==> src/hw/cpr_regs.vh <==
// Register map, field positions, reset values and timing of the port router
`ifndef CPR_REGS_VH
`define CPR_REGS_VH
// ==========================================================================
// Register byte offsets
`define CPR_OFS_PORT0      6'h00
`define CPR_OFS_PORT1      6'h04
`define CPR_OFS_PORT2      6'h08
`define CPR_OFS_PORT3      6'h0C
`define CPR_OFS_P0_CTRL    6'h10
`define CPR_OFS_DEBOUNCE   6'h14
`define CPR_OFS_TRIG_SRC   6'h18
`define CPR_OFS_STB_RISE   6'h1C
`define CPR_OFS_STB_FALL   6'h20
`define CPR_OFS_EXP_RISE   6'h24
`define CPR_OFS_EXP_FALL   6'h28
`define CPR_OFS_STATUS     6'h2C
// ==========================================================================
// Port configuration fields
`define CPR_PC_SRC_LSB     0
`define CPR_PC_SRC_MSB     3
`define CPR_PC_INV_BIT     4
`define CPR_PC_SW_BIT      5
`define CPR_PC_XIDX_LSB    8
`define CPR_PC_XIDX_MSB    11
`define CPR_PC_XON_BIT     12
`define CPR_PC_W           13
// Bidirectional port control fields
`define CPR_P0_DIR_BIT     0
`define CPR_P0_TERM_BIT    1
// Trigger source fields, three bits each
`define CPR_TS_ACQ_LSB     0
`define CPR_TS_FRM_LSB     4
`define CPR_TS_EOE_LSB     8
// Status fields
`define CPR_ST_RDY_LSB     0
`define CPR_ST_IN_LSB      4
`define CPR_ST_OUT_LSB     8
// ==========================================================================
// Output source codes
`define CPR_SRC_SW         4'h0
`define CPR_SRC_EXPOSURE   4'h1
`define CPR_SRC_STROBE     4'h2
`define CPR_SRC_ACQ_PULSE  4'h3
`define CPR_SRC_FRM_PULSE  4'h4
`define CPR_SRC_EOE_PULSE  4'h5
`define CPR_SRC_ACQ_RDY    4'h6
`define CPR_SRC_FRM_RDY    4'h7
`define CPR_SRC_EOE_RDY    4'h8
// Trigger source codes
`define CPR_TSRC_IN0       3'h0
`define CPR_TSRC_IN1       3'h1
`define CPR_TSRC_IN2       3'h2
`define CPR_TSRC_ENC       3'h3
`define CPR_TSRC_PLL       3'h4
`define CPR_TSRC_NONE      3'h7
// ==========================================================================
// Reset values
`define CPR_PORT_RST       13'h0000
`define CPR_P0_CTRL_RST    2'h0
`define CPR_DEB_RST        16'h0000
`define CPR_TRIG_SRC_RST   3'h7
`define CPR_DLY_RST        16'h0000
// ==========================================================================
// Timing
`define CPR_CLK_PERIOD_NS  4
`define CPR_TICK_NS        1000
`define CPR_TICK_CYC       (`CPR_TICK_NS / `CPR_CLK_PERIOD_NS)
`define CPR_TICK_LAST      8'hF9
`define CPR_TRIG_PULSE_US  16'h0005
// AXI responses
`define CPR_RESP_OKAY      2'h0
`define CPR_RESP_SLVERR    2'h2
`endif

==> src/hw/cpr_router.v <==
// Camera output port router with trigger manager front end and AXI4-Lite
// What this block does
// - Each output port shows a software level or a chosen internal signal.
// - Each port has its own polarity reverse bit flipping its output.
// - Polarity reverse acts the same for every selected source.
// - Polarity reverse never touches the decoding of input signals.
// - A written software level is held on the port until rewritten.
// - Software level passes the reverse stage before reaching the pin.
// - Exposure source is high during each exposure phase, low otherwise.
// - Strobe rises and falls at two programmable 1 us step delays.
// - Strobe and exposure both start from the frame event, own delays.
// - Each trigger event gives a 5 us pulse source.
// - Trigger events may come from input ports, encoder or multiplier.
// - Each of three trigger modules has its own ready level.
// - Ready idles high, drops on its event, rises when accepting again.
// - Events reaching a module whose ready is low are discarded.
// - A port may select an extra signal by index when enabled.
// - Port 0 as input has programmable debounce and termination switch.
// - Port 0 as output drives its selected, software written level.
// - Any input port can feed any of the three trigger events.
// - Port 0 resets to input with termination off.
//
// Register access over AXI4-Lite and the register addresses were chosen for this implementation.
`include "cpr_regs.vh"
module cpr_router (
    input wire sys_clk_i,
    input wire arst_n_i,
    input wire [5:0] s_axi_awaddr_i,
    input wire s_axi_awvalid_i,
    output wire s_axi_awready_o,
    input wire [31:0] s_axi_wdata_i,
    input wire [3:0] s_axi_wstrb_i,
    input wire s_axi_wvalid_i,
    output wire s_axi_wready_o,
    output reg [1:0] s_axi_bresp_o,
    output reg s_axi_bvalid_o,
    input wire s_axi_bready_i,
    input wire [5:0] s_axi_araddr_i,
    input wire s_axi_arvalid_i,
    output wire s_axi_arready_o,
    output reg [31:0] s_axi_rdata_o,
    output reg [1:0] s_axi_rresp_o,
    output reg s_axi_rvalid_o,
    input wire s_axi_rready_i,
    input wire p0_i,
    output wire p0_o,
    output wire p0_oe_o,
    output wire p0_term_en_o,
    input wire [1:0] in_i,
    output wire [2:0] out_o,
    input wire enc_tick_i,
    input wire pll_tick_i,
    input wire [2:0] trig_done_i,
    input wire [15:0] extra_sig_i,
    output reg [2:0] trig_event_o
);
    // ======================================================================
    // Functions
    function [31:0] merge_bytes;
        input [31:0] old_v;
        input [31:0] new_v;
        input [3:0] strb;
        integer b;
        begin
            merge_bytes = old_v;
            for (b = 0; b < 4; b = b + 1) begin
                if (strb[b]) begin
                    merge_bytes[8*b +: 8] = new_v[8*b +: 8];
                end
            end
        end
    endfunction

    function reg_hit;
        input [5:0] addr;
        begin
            reg_hit = ({addr[5:2], 2'b00} <= `CPR_OFS_STATUS);
        end
    endfunction

    function trig_level;
        input [2:0] sel;
        input [2:0] filt;
        input enc;
        input pll;
        begin
            case (sel)
                `CPR_TSRC_IN0: trig_level = filt[0];
                `CPR_TSRC_IN1: trig_level = filt[1];
                `CPR_TSRC_IN2: trig_level = filt[2];
                `CPR_TSRC_ENC: trig_level = enc;
                `CPR_TSRC_PLL: trig_level = pll;
                default: trig_level = 1'b0;
            endcase
        end
    endfunction

    // ======================================================================
    // Declarations
    reg [`CPR_PC_W-1:0] port_cfg_ff [0:3];
    reg [1:0] p0_ctrl_ff;
    reg [15:0] deb_ff;
    reg [11:0] trig_src_ff;
    reg [15:0] stb_rise_ff;
    reg [15:0] stb_fall_ff;
    reg [15:0] exp_rise_ff;
    reg [15:0] exp_fall_ff;
    reg aw_got_ff;
    reg [5:0] aw_addr_ff;
    reg w_got_ff;
    reg [31:0] w_data_ff;
    reg [3:0] w_strb_ff;
    reg [7:0] tick_cnt_ff;
    reg tick_ff;
    reg [3:0] out_ff;
    reg [2:0] filt_ff;
    reg [2:0] rdy_ff;
    reg [2:0] prev_ff;
    wire do_wr;
    wire do_rd;
    wire [5:0] wr_ofs;
    wire [5:0] rd_ofs;
    wire [31:0] wr_val;
    wire [2:0] in_raw;
    wire [2:0] trig_lvl;
    wire [2:0] accepted;
    wire [2:0] trig_pulse;
    wire strobe;
    wire exposure;
    wire [15:0] src_vec;
    integer k;

    // ======================================================================
    // AXI4-Lite handshakes
    assign s_axi_awready_o = ~aw_got_ff & ~s_axi_bvalid_o;
    assign s_axi_wready_o = ~w_got_ff & ~s_axi_bvalid_o;
    assign s_axi_arready_o = ~s_axi_rvalid_o;
    assign do_wr = aw_got_ff & w_got_ff & ~s_axi_bvalid_o;
    assign do_rd = s_axi_arvalid_i & ~s_axi_rvalid_o;
    assign wr_ofs = {aw_addr_ff[5:2], 2'b00};
    assign rd_ofs = {s_axi_araddr_i[5:2], 2'b00};
    always @(posedge sys_clk_i or negedge arst_n_i) begin
        if (!arst_n_i) begin
            aw_got_ff <= 1'b0;
            aw_addr_ff <= 6'h00;
            w_got_ff <= 1'b0;
            w_data_ff <= 32'h00000000;
            w_strb_ff <= 4'h0;
            s_axi_bvalid_o <= 1'b0;
            s_axi_bresp_o <= `CPR_RESP_OKAY;
        end else begin
            if (s_axi_awvalid_i && s_axi_awready_o) begin
                aw_got_ff <= 1'b1;
                aw_addr_ff <= s_axi_awaddr_i;
            end
            if (s_axi_wvalid_i && s_axi_wready_o) begin
                w_got_ff <= 1'b1;
                w_data_ff <= s_axi_wdata_i;
                w_strb_ff <= s_axi_wstrb_i;
            end
            if (do_wr) begin
                aw_got_ff <= 1'b0;
                w_got_ff <= 1'b0;
                s_axi_bvalid_o <= 1'b1;
                s_axi_bresp_o <= (reg_hit(aw_addr_ff) &&
                    wr_ofs != `CPR_OFS_STATUS) ?
                    `CPR_RESP_OKAY : `CPR_RESP_SLVERR;
            end else if (s_axi_bvalid_o && s_axi_bready_i) begin
                s_axi_bvalid_o <= 1'b0;
            end
        end
    end

    // ======================================================================
    // Configuration registers
    always @(posedge sys_clk_i or negedge arst_n_i) begin
        if (!arst_n_i) begin
            for (k = 0; k < 4; k = k + 1) begin
                port_cfg_ff[k] <= `CPR_PORT_RST;
            end
            p0_ctrl_ff <= `CPR_P0_CTRL_RST;
            deb_ff <= `CPR_DEB_RST;
            trig_src_ff <= {1'b0, `CPR_TRIG_SRC_RST, 1'b0, `CPR_TRIG_SRC_RST,
                1'b0, `CPR_TRIG_SRC_RST};
            stb_rise_ff <= `CPR_DLY_RST;
            stb_fall_ff <= `CPR_DLY_RST;
            exp_rise_ff <= `CPR_DLY_RST;
            exp_fall_ff <= `CPR_DLY_RST;
        end else if (do_wr) begin
            case (wr_ofs)
                `CPR_OFS_PORT0, `CPR_OFS_PORT1, `CPR_OFS_PORT2,
                `CPR_OFS_PORT3: begin
                    port_cfg_ff[wr_ofs[3:2]] <= wr_val[`CPR_PC_W-1:0];
                end
                `CPR_OFS_P0_CTRL: p0_ctrl_ff <= wr_val[1:0];
                `CPR_OFS_DEBOUNCE: deb_ff <= wr_val[15:0];
                `CPR_OFS_TRIG_SRC: trig_src_ff <= wr_val[11:0];
                `CPR_OFS_STB_RISE: stb_rise_ff <= wr_val[15:0];
                `CPR_OFS_STB_FALL: stb_fall_ff <= wr_val[15:0];
                `CPR_OFS_EXP_RISE: exp_rise_ff <= wr_val[15:0];
                `CPR_OFS_EXP_FALL: exp_fall_ff <= wr_val[15:0];
                default: ;
            endcase
        end
    end

    assign wr_val = merge_bytes(nxt_rdata_w(wr_ofs), w_data_ff, w_strb_ff);
    // ======================================================================
    // Register readback
    function [31:0] nxt_rdata_w;
        input [5:0] ofs;
        begin
            case (ofs)
                `CPR_OFS_PORT0: nxt_rdata_w = {19'h0, port_cfg_ff[0]};
                `CPR_OFS_PORT1: nxt_rdata_w = {19'h0, port_cfg_ff[1]};
                `CPR_OFS_PORT2: nxt_rdata_w = {19'h0, port_cfg_ff[2]};
                `CPR_OFS_PORT3: nxt_rdata_w = {19'h0, port_cfg_ff[3]};
                `CPR_OFS_P0_CTRL: nxt_rdata_w = {30'h0, p0_ctrl_ff};
                `CPR_OFS_DEBOUNCE: nxt_rdata_w = {16'h0, deb_ff};
                `CPR_OFS_TRIG_SRC: nxt_rdata_w = {20'h0, trig_src_ff};
                `CPR_OFS_STB_RISE: nxt_rdata_w = {16'h0, stb_rise_ff};
                `CPR_OFS_STB_FALL: nxt_rdata_w = {16'h0, stb_fall_ff};
                `CPR_OFS_EXP_RISE: nxt_rdata_w = {16'h0, exp_rise_ff};
                `CPR_OFS_EXP_FALL: nxt_rdata_w = {16'h0, exp_fall_ff};
                `CPR_OFS_STATUS: nxt_rdata_w = {20'h0, out_ff, 1'b0, filt_ff,
                    1'b0, rdy_ff};
                default: nxt_rdata_w = 32'h00000000;
            endcase
        end
    endfunction

    always @(posedge sys_clk_i or negedge arst_n_i) begin
        if (!arst_n_i) begin
            s_axi_rvalid_o <= 1'b0;
            s_axi_rdata_o <= 32'h00000000;
            s_axi_rresp_o <= `CPR_RESP_OKAY;
        end else if (do_rd) begin
            s_axi_rvalid_o <= 1'b1;
            s_axi_rdata_o <= nxt_rdata_w(rd_ofs);
            s_axi_rresp_o <= reg_hit(s_axi_araddr_i) ?
                `CPR_RESP_OKAY : `CPR_RESP_SLVERR;
        end else if (s_axi_rvalid_o && s_axi_rready_i) begin
            s_axi_rvalid_o <= 1'b0;
        end
    end

    // ======================================================================
    // 1 us tick divider
    always @(posedge sys_clk_i or negedge arst_n_i) begin
        if (!arst_n_i) begin
            tick_cnt_ff <= 8'h00;
            tick_ff <= 1'b0;
        end else if (tick_cnt_ff == `CPR_TICK_LAST) begin
            tick_cnt_ff <= 8'h00;
            tick_ff <= 1'b1;
        end else begin
            tick_cnt_ff <= tick_cnt_ff + 8'h01;
            tick_ff <= 1'b0;
        end
    end

    // ======================================================================
    // Input debounce, uninverted
    assign in_raw = {in_i, p0_i & ~p0_ctrl_ff[`CPR_P0_DIR_BIT]};
    genvar gi;
    generate
        for (gi = 0; gi < 3; gi = gi + 1) begin : g_deb
            reg [15:0] deb_cnt_ff;
            always @(posedge sys_clk_i or negedge arst_n_i) begin
                if (!arst_n_i) begin
                    deb_cnt_ff <= 16'h0000;
                    filt_ff[gi] <= 1'b0;
                end else if (in_raw[gi] == filt_ff[gi]) begin
                    deb_cnt_ff <= 16'h0000;
                end else if (deb_cnt_ff >= deb_ff) begin
                    filt_ff[gi] <= in_raw[gi];
                    deb_cnt_ff <= 16'h0000;
                end else if (tick_ff) begin
                    deb_cnt_ff <= deb_cnt_ff + 16'h0001;
                end
            end
        end
    endgenerate

    // ======================================================================
    // Trigger event front end with ready levels
    assign trig_lvl[0] = trig_level(trig_src_ff[`CPR_TS_ACQ_LSB +: 3],
        filt_ff, enc_tick_i, pll_tick_i);
    assign trig_lvl[1] = trig_level(trig_src_ff[`CPR_TS_FRM_LSB +: 3],
        filt_ff, enc_tick_i, pll_tick_i);
    assign trig_lvl[2] = trig_level(trig_src_ff[`CPR_TS_EOE_LSB +: 3],
        filt_ff, enc_tick_i, pll_tick_i);
    assign accepted = trig_lvl & ~prev_ff & rdy_ff;
    always @(posedge sys_clk_i or negedge arst_n_i) begin
        if (!arst_n_i) begin
            prev_ff <= 3'h0;
            rdy_ff <= 3'h7;
            trig_event_o <= 3'h0;
        end else begin
            prev_ff <= trig_lvl;
            trig_event_o <= accepted;
            rdy_ff <= (rdy_ff | trig_done_i) & ~accepted;
        end
    end

    // ======================================================================
    // Pulse sources
    generate
        for (gi = 0; gi < 3; gi = gi + 1) begin : g_tp
            cpr_us_pulse u_trig_pulse (
                .sys_clk_i(sys_clk_i),
                .arst_n_i(arst_n_i),
                .tick_i(tick_ff),
                .start_i(accepted[gi]),
                .rise_i(16'h0000),
                .fall_i(`CPR_TRIG_PULSE_US),
                .pulse_o(trig_pulse[gi])
            );
        end
    endgenerate

    cpr_us_pulse u_strobe (
        .sys_clk_i(sys_clk_i),
        .arst_n_i(arst_n_i),
        .tick_i(tick_ff),
        .start_i(accepted[1]),
        .rise_i(stb_rise_ff),
        .fall_i(stb_fall_ff),
        .pulse_o(strobe)
    );

    cpr_us_pulse u_exposure (
        .sys_clk_i(sys_clk_i),
        .arst_n_i(arst_n_i),
        .tick_i(tick_ff),
        .start_i(accepted[1]),
        .rise_i(exp_rise_ff),
        .fall_i(exp_fall_ff),
        .pulse_o(exposure)
    );

    // ======================================================================
    // Output selection and polarity
    assign src_vec = {7'h00, rdy_ff, trig_pulse, strobe, exposure, 1'b0};
    generate
        for (gi = 0; gi < 4; gi = gi + 1) begin : g_out
            wire [`CPR_PC_W-1:0] cfg;
            wire lvl;
            assign cfg = port_cfg_ff[gi];
            assign lvl = cfg[`CPR_PC_XON_BIT] ?
                extra_sig_i[cfg[`CPR_PC_XIDX_MSB:`CPR_PC_XIDX_LSB]] :
                (cfg[`CPR_PC_SRC_MSB:`CPR_PC_SRC_LSB] == `CPR_SRC_SW) ?
                cfg[`CPR_PC_SW_BIT] :
                src_vec[cfg[`CPR_PC_SRC_MSB:`CPR_PC_SRC_LSB]];
            always @(posedge sys_clk_i or negedge arst_n_i) begin
                if (!arst_n_i) begin
                    out_ff[gi] <= 1'b0;
                end else begin
                    out_ff[gi] <= lvl ^ cfg[`CPR_PC_INV_BIT];
                end
            end
        end
    endgenerate
    assign p0_o = out_ff[0];
    assign p0_oe_o = p0_ctrl_ff[`CPR_P0_DIR_BIT];
    assign p0_term_en_o = p0_ctrl_ff[`CPR_P0_TERM_BIT];
    assign out_o = out_ff[3:1];
endmodule // cpr_router

==> src/hw/cpr_us_pulse.v <==
// Microsecond delay pulse generator: high from rise to fall ticks after start
module cpr_us_pulse (
    input wire sys_clk_i,
    input wire arst_n_i,
    input wire tick_i,
    input wire start_i,
    input wire [15:0] rise_i,
    input wire [15:0] fall_i,
    output reg pulse_o
);
    reg [15:0] cnt_ff;
    reg run_ff;
    wire [15:0] nxt_cnt;

    assign nxt_cnt = cnt_ff + 16'h0001;

    // ======================================================================
    // Counter advanced by the 1 us tick; a new start restarts the pulse
    always @(posedge sys_clk_i or negedge arst_n_i) begin
        if (!arst_n_i) begin
            cnt_ff <= 16'h0000;
            run_ff <= 1'b0;
            pulse_o <= 1'b0;
        end else if (start_i) begin
            cnt_ff <= 16'h0000;
            run_ff <= (fall_i != 16'h0000);
            pulse_o <= (rise_i == 16'h0000) && (fall_i != 16'h0000);
        end else if (run_ff && tick_i) begin
            cnt_ff <= nxt_cnt;
            pulse_o <= (nxt_cnt >= rise_i) && (nxt_cnt < fall_i);
            if (nxt_cnt >= fall_i) begin
                run_ff <= 1'b0;
            end
        end
    end
endmodule // cpr_us_pulse

==> config.mk <==
export PLATFORM = sky130hd
export DESIGN_NAME = cpr_router
export DESIGN_NICKNAME = d
export VERILOG_FILES = /design/src/hw/cpr_router.v /design/src/hw/cpr_us_pulse.v
export VERILOG_INCLUDE_DIRS = /design/src /design/src/hw
export SDC_FILE = /design/constraint.sdc
export NUM_CORES = 1
export LEC_CHECK = 0
export BUFFER_PORTS_ARGS = -buffer_cell sky130_fd_sc_hd__buf_2
export CORE_MARGIN = 5
export CORE_UTILIZATION = 28
export DETAILED_ROUTE_END_ITERATION = 8
export GPL_TIMING_DRIVEN = 1
export PLACE_DENSITY = 0.47
export SLEW_MARGIN = 10
export SYNTH_ARGS = -nofsm -noshare
export SYNTH_HDL_FRONTEND = slang
export SYNTH_SLANG_ARGS = --single-unit
==> constraint.sdc <==
create_clock -name sys_clk_i -period 2.61 [get_ports sys_clk_i]
set_input_delay 0.3915 -clock sys_clk_i [delete_from_list [all_inputs] [get_ports sys_clk_i]]
set_output_delay 0.3915 -clock sys_clk_i [all_outputs]
set_load 0.05 [all_outputs]
* Word level (Yosys, flattened, before mapping)
Cells that the tools add are included.
** Operators by class
- Equality and inequality tests :: 39
- Multipliers :: 0
- $lt $le $gt $ge :: 30
- Add/subtract/negate cells :: 9
- Div/mod/pow operators :: 0
- Bitwise operators :: 25
- Muxes and demuxes :: 90
- Shifts and indexed selects :: 0
- Reduce and logical (&&, ||, !) cells :: 65
** Operators by type and width (number)
- 16-bit one-hot mux with 12 select lines :: 2
- 16-bit two-way mux :: 19
- 16-bit by 1-bit adder with 16-bit output (second input constant) :: 8
- 16-bit greater-or-equal comparator :: 7
- 52-bit bitwise mux :: 1
- 1-bit two-way mux :: 50
- 16-bit by 1-bit greater-or-equal comparator with 1-bit output (second input constant) :: 3
- 16-bit by 3-bit greater-or-equal comparator with 1-bit output (second input constant) :: 3
- 16-bit by 3-bit < comparator with 1-bit output (second input constant) :: 3
- 4-bit by 5-bit < comparator with 1-bit output (second input constant) :: 8
- 1-bit binary-select mux with 4-bit select :: 8
- 4-bit by 3-bit equality test with 1-bit output (second input constant) :: 8
- 4-bit equality test (second input constant) :: 8
- 16-bit zero test :: 2
- 16-bit < comparator :: 2
- 2-bit AND reduction :: 16
- 16-bit nonzero test :: 2
- 2-bit nonzero test :: 14
- 13-bit demux with 2-bit select :: 1
- 8-bit two-way mux :: 3
- 3-bit by 2-bit equality test with 1-bit output (second input constant) :: 6
- 1-bit logical AND :: 18
- 4-bit by 2-bit equality test with 1-bit output (second input constant) :: 4
- 4-bit zero test :: 4
- other kinds (24) :: 58
** Word-level totals
- Bits in latches :: 0
- ROM bits :: 0
- Memories kept :: 0
- Bits in registers :: 373
- Word-level logic and storage cells :: 309
- Bits in writable memories :: 0

* Longest topological paths before layout
- Depth in word-level cells :: 6
- Gate-level depth with buffers :: 15
- Gate-level depth less buffers :: 15

* Hierarchy
Synthesis repeated with hierarchy kept, for this count alone.
** Unflattened totals
- Cell total of the unflattened synthesis :: 2749
- Area, all modules :: 25160.4 µm²
** By module, submodules not included
- cpr_router :: instances 1, area an instance 15458.6 µm², cells each 1541
- cpr_us_pulse at g_tp[0].u_trig_pulse ... :: instances 3, area an instance 1949.4 µm², cells each 238
- cpr_us_pulse at u_exposure ... :: instances 2, area an instance 1926.8 µm², cells each 247

* Worst setup path after synthesis
OpenSTA, ideal clock, no wires.
- Kind :: register -> register
- From :: reg u_strobe.cnt_ff[0]
- To :: reg u_strobe.pulse_o
- Cell stages (with the launch flop) :: 13
- Arrival :: 2.776 ns
- Clock period less this slack :: 2.863 ns
- Path slack :: -0.253 ns
- Required time :: 2.523 ns
- Cells stage by stage :: dfrtp_1 > ha_1 > nand3_2 > or3_4 > nor2_2 > nand3_1 > nor2_1 > xor2_1 > ha_1 > a21o_1 > a211oi_1 > nand4_1 > a22oi_1
** On the way
- Word-level cells in the longest chain between the ends :: 5
- Elaborated cells on any way between the ends :: 6
** Ends and longest elaborated chain
- start: declaration :: line cpr_us_pulse.v:11 : reg [15:0] cnt_ff;
- start signal: assignment :: line cpr_us_pulse.v:29 : cnt_ff <= nxt_cnt;
- 16-bit by 1-bit adder with 16-bit output * :: line cpr_us_pulse.v:15 : assign nxt_cnt = cnt_ff + 16'h0001;
- 16-bit greater-or-equal comparator / 16-bit < comparator (equally long branches) :: line cpr_us_pulse.v:30 : pulse_o <= (nxt_cnt >= rise_i) && (nxt_cnt < fall_i);
- 1-bit logical AND * :: line cpr_us_pulse.v:30
- 1-bit two-way mux * :: line cpr_us_pulse.v:28 : end else if (run_ff && tick_i) begin
- 1-bit two-way mux * :: line cpr_us_pulse.v:24 : end else if (start_i) begin
- end signal: assignment :: line cpr_us_pulse.v:27 : pulse_o <= (rise_i == 16'h0000) && (fall_i != 16'h0000);
- end signal: assignment :: line cpr_us_pulse.v:30
- end: declaration :: line cpr_us_pulse.v:9 : output reg pulse_o
Every way passes the cells marked *; elsewhere a longest branch is shown, timed or not. The select of a mux whose other input is x is not followed.
A chain may end at the register's enable or synchronous reset.

* Final worst setup path
Same ends and word-level chain as after synthesis.

==> impl_metrics.csv <==
group,metric,value,unit
hold_path,min_from,"s_axi_wdata_i[1]",
timing,slew_viol_final,0,
routing,drcViolationCount,0,
timing,period_share,102,%
die,core-area,78600,µm²
die,rows,103,
outcome,status,"complete, but fails checks",
global_routing,grt_most_used_layer,"met2",
worst_setup_path,cp-end-kind,"flop",
worst_setup_path,worstSetupEndpoint,"u_strobe.pulse_o",
die,dieArea,84500,µm²
worst_setup_path,worst_path_max_delay_cell,"dfrtp_1",
synthesis,synth_top_cell_by_area,"dfrtp_1",
worst_setup_path,crit_chain,"ha_2, nand3_2, or3_4, nor2_4, nand3_4, nor2_4, xor2_2, ha_1, a21o_1, a211oi_2, nand4_1, a22oi_1",
power_and_ir_drop,pwr-share-seq,33.1,%
power_and_ir_drop,power.total,27.9,mW
routing,drt_pass1_iterations,6,
global_routing,grt.met2_usage,32.1,%
worst_setup_path,slowest_delay,390,ps
synthesis,synth_compound_area_share,15.6,%
placement,globalplace.congestion,0.977,
synthesis,ys_ff_latch,353,
worst_setup_path,rr_worst_depth,12,
clock_network,cts_max_path_buffers,3,
die,initial_core_util,28.1,%
job,drv_cap,0,
worst_setup_path,worst_r2r_startpoint,"u_strobe.cnt_ff[0]",
synthesis,synth-simple-area-share,17.2,%
final_layout,drive_gt1_share,22.7,%
worst_setup_path,cpMostUsedCell,"nor2_4",
placement,dp_slack,-193,ps
global_routing,overflow,0,
power_and_ir_drop,p_per_area,1030,nW/µm²
synthesis,synth_area_per_cell,9.49,µm²
worst_setup_path,worstPathRequired,3120,ps
placement,portBuffers,88,
clock_network,clock_sinks,353,
timing,max_freq,377,MHz
synthesis,ys_types,79,
placement,hpwl,65500,µm
clock_network,clkTransAtPathRegs,60,ps
synthesis,yosys_warnings,0,
synthesis,syn_inst,2324,
global_routing,grt_pass1_wl,127000,µm
clock_network,htreeDepth,2,
clock_network,cts_tree,"done",
timing,worstMarginPinSlew,911,ps
power_and_ir_drop,ir_drop,532,µV
worst_setup_path,ff2ff_setup_slack,-40,ps
global_routing,grt_max_degree,59,
routing,wire_per_inst,23.4,µm
hold_path,min_path_type,"in -> reg",
global_routing,antenna_found_initial,2,
placement,dp.cells,3571,
die,io_pins,129,
global_routing,met1_usage,25.7,%
routing,drtAntennaViolNets,0,
timing,period_needed,2650,ps
routing,drtIter0Drc,1585,
global_routing,grt_usage,19.7,%
synthesis,ys_top_cells_by_area,"dfrtp_1, ha_1, mux2_2, xor2_1, nand2_1",
synthesis,synth_top_area_share,38.7,%
synthesis,synthAdderAreaFrac,7.26,%
timing,hold_viol,0,
global_routing,grtUsageMet3,3.09,%
clock_network,clockRootBuffer,"clkbuf_16",
final_layout,post-route-util,34.3,%
synthesis,synth_mux_area_share,8.95,%
timing,setup_violations,2,
synthesis,synth_top_family_by_area,"simple AND/OR/NAND/NOR gates",
synthesis,synth_xor_area_share,6.23,%
power_and_ir_drop,cellLeakagePower,12.0,nW
worst_setup_path,rr_endpoint,"u_strobe.pulse_o",
routing,routed_wl,85700,µm
power_and_ir_drop,clock_power_share,23.2,%
synthesis,synth_area,22100,µm²
die,die_h,291,µm
routing,viasPerCell,5.33,
timing,worst_slack,-41.6,ps
global_routing,grt_pass1_vias,19500,
synthesis,synth_enable_flop_cells,0,
worst_setup_path,crit_fanout,3,
synthesis,synth_seq_area_share,40.1,%
final_layout,final_cells,3666,
worst_setup_path,crit_start,"u_strobe.cnt_ff[0]",
final_layout,nets,2788,
worst_setup_path,crit_path_start_kind,"flop",
timing,clock_skew,23.4,ps
synthesis,ys_async_sr_fraction,100,%
outcome,failed_checks,"negative setup slack",
die,die_w,291,µm
final_layout,area_delta_synth_final,22.4,%
power_and_ir_drop,p_int,15.6,mW
timing,maxSlewHeadroom,39.3,%
synthesis,ys_dominant_reg_cell,"dfrtp_1",
worst_setup_path,crit_type,"reg -> reg",
routing,vias,19500,
timing,rsz0062_at_grt,"true",
clock_network,cts_made_buffers,45,
clock_network,clock_latency,590,ps
power_and_ir_drop,switching_share,44.1,%
power_and_ir_drop,p_comb_share,43.7,%
worst_setup_path,cp.arrival,3160,ps
power_and_ir_drop,p_sw,12.3,mW
## state kept, by name, indices dropped and copies added (netlist names), 2 cells and up
name	cells
g_out.cfg	52
w_data_ff	16
g_tp.u_trig_pulse.cnt_ff	48
g_tp.u_trig_pulse.run_ff	3
tick_cnt_ff	8
u_exposure.cnt_ff	16
rdy_ff	3
deb_ff	16
trig_src_ff	12
prev_ff	3
w_strb_ff	2
aw_addr_ff	4
p0_ctrl_ff	2
exp_fall_ff	16
stb_fall_ff	16
g_tp.u_trig_pulse.pulse_o	3
g_deb.deb_cnt_ff	48
filt_ff	3
out_o	3
u_strobe.cnt_ff	16
s_axi_rdata_o	16
stb_rise_ff	16
trig_event_o	3
exp_rise_ff	16
## how the worst min path moves through the flow
| stage | end | slack, ps | cells past startpoint |
|---|---|---|---|
| after floorplan | aw_addr_ff[2] | 100 | 0 |
| after CTS | w_data_ff[1] | 6 | 3 |
| after detailed placement | trig_event_o[0] | 410 | 1 |
| after global placement | trig_event_o[0] | 410 | 1 |
| after global routing | w_data_ff[1] | 20 | 3 |
| final | w_data_ff[1] | 20 | 3 |
## logic make-up (layout without fill, tap and decap cells)
kind of cell	after synthesis	in the layout
compound gates	515	515
simple gates	783	783
flops	353	353
mux	145	145
xor+xnor	157	157
fa+ha+maj	128	128
buf+inv	242	516
other cells	1	19
## power by group through the flow
stage,sequential (mW),combinational [mW],clock [mW]
after CTS,9.18,12.0,6.66
after global routing,9.30,12.9,6.85
after floorplan,8.35,6.25,0
after detailed placement,9.27,11.9,0
after global placement,9.27,11.7,0
final,9.25,12.2,6.47
## worst max-delay path, delay by kind of cell, from the launching register on
kind / cells / cell delay (ps)
and+or+nand+nor: 6 / 930
AOI/OAI and AO/OA: 3 / 640
xor gates and xnor gates: 1 / 150
DFF: 1 / 390
adders and majority gates: 2 / 480
## area by class of cell
cell class | count | area, µm²
clock buffer | 66 | 1300
timing repair buffer | 327 | 2450
clock inverter | 15 | 235
fill | 8076 | 51600
sequential | 353 | 8850
tap | 1050 | 1310
antenna | 1 | 2.50
inverter | 108 | 405
multi-input combinational | 1746 | 12500
## metal layers
layer | vias to the layer above | wire length, µm | share of wire [%]
li1 | 8890 | - | -
met1 | 9762 | 36600 | 43
met2 | 661 | 39500 | 46
met3 | 213 | 4920 | 5.7
met4 | 4 | 4680 | 5.5
met5 | - | 26 | 0.030
## Yosys cell counts, drive strengths merged, types with 9 or more instances
master and number:
nor4 26, a31oi 9, nor4b 9, a221oi 23
mux4 32, o21ai 153, a22oi 59, and3 37
nor3b 10, or3 21, a21oi 95, nand3 73
nand2b 18, xnor2 49, nor2b 14, ha 128
mux2i 15, and2 15, nor3 29, nor2 208
a22o 35, buf 58, a21o 34, a32oi 11
mux2 98, o211ai 13, dfstp 12, nand2 249
inv 106, dfrtp 341, clkbuf 76, xor2 108
nand4 54, a211oi 20
## through the flow
step	area [µm²]	hold WS, ps	TNS (ps)
floorplan	22200	95.9	-30.2
global placement	25200	415	-395
detailed placement	25200	405	-615
CTS	26800	5.80	-221
global route	27000	15.3	-721
finish	27000	16.0	-81.9
## repair_timing
item | in CTS | in global routing
hold buffers | 4 | 0
buffers inserted | 3 | 6
pin swaps | 11 | 19
endpoints found under the setup margin | 4 | 38
hold endpoints to repair | 53 | 0
gates resized for setup | 18 | 20
## layout by cell type, fill, tap and decap left out, types with 14 or more instances in the layout
cell,count
a211oi_1,18
a21o_1,34
a21oi_1,93
a221oi_1,20
a22o_1,35
a22oi_1,58
and2_1,14
and3_1,35
buf_12,15
buf_2,87
buf_4,219
clkbuf_16,46
conb_1,18
dfrtp_1,340
ha_1,126
inv_1,105
mux2_2,98
mux2i_1,15
mux4_2,32
nand2_1,249
nand2b_1,16
nand3_1,65
nand4_1,54
nor2_1,200
nor2b_1,14
nor3_1,25
nor4_1,26
o21ai_0,143
or3_1,19
xnor2_1,44
xor2_1,103
Note: power is estimated with default switching activity, not from simulation.
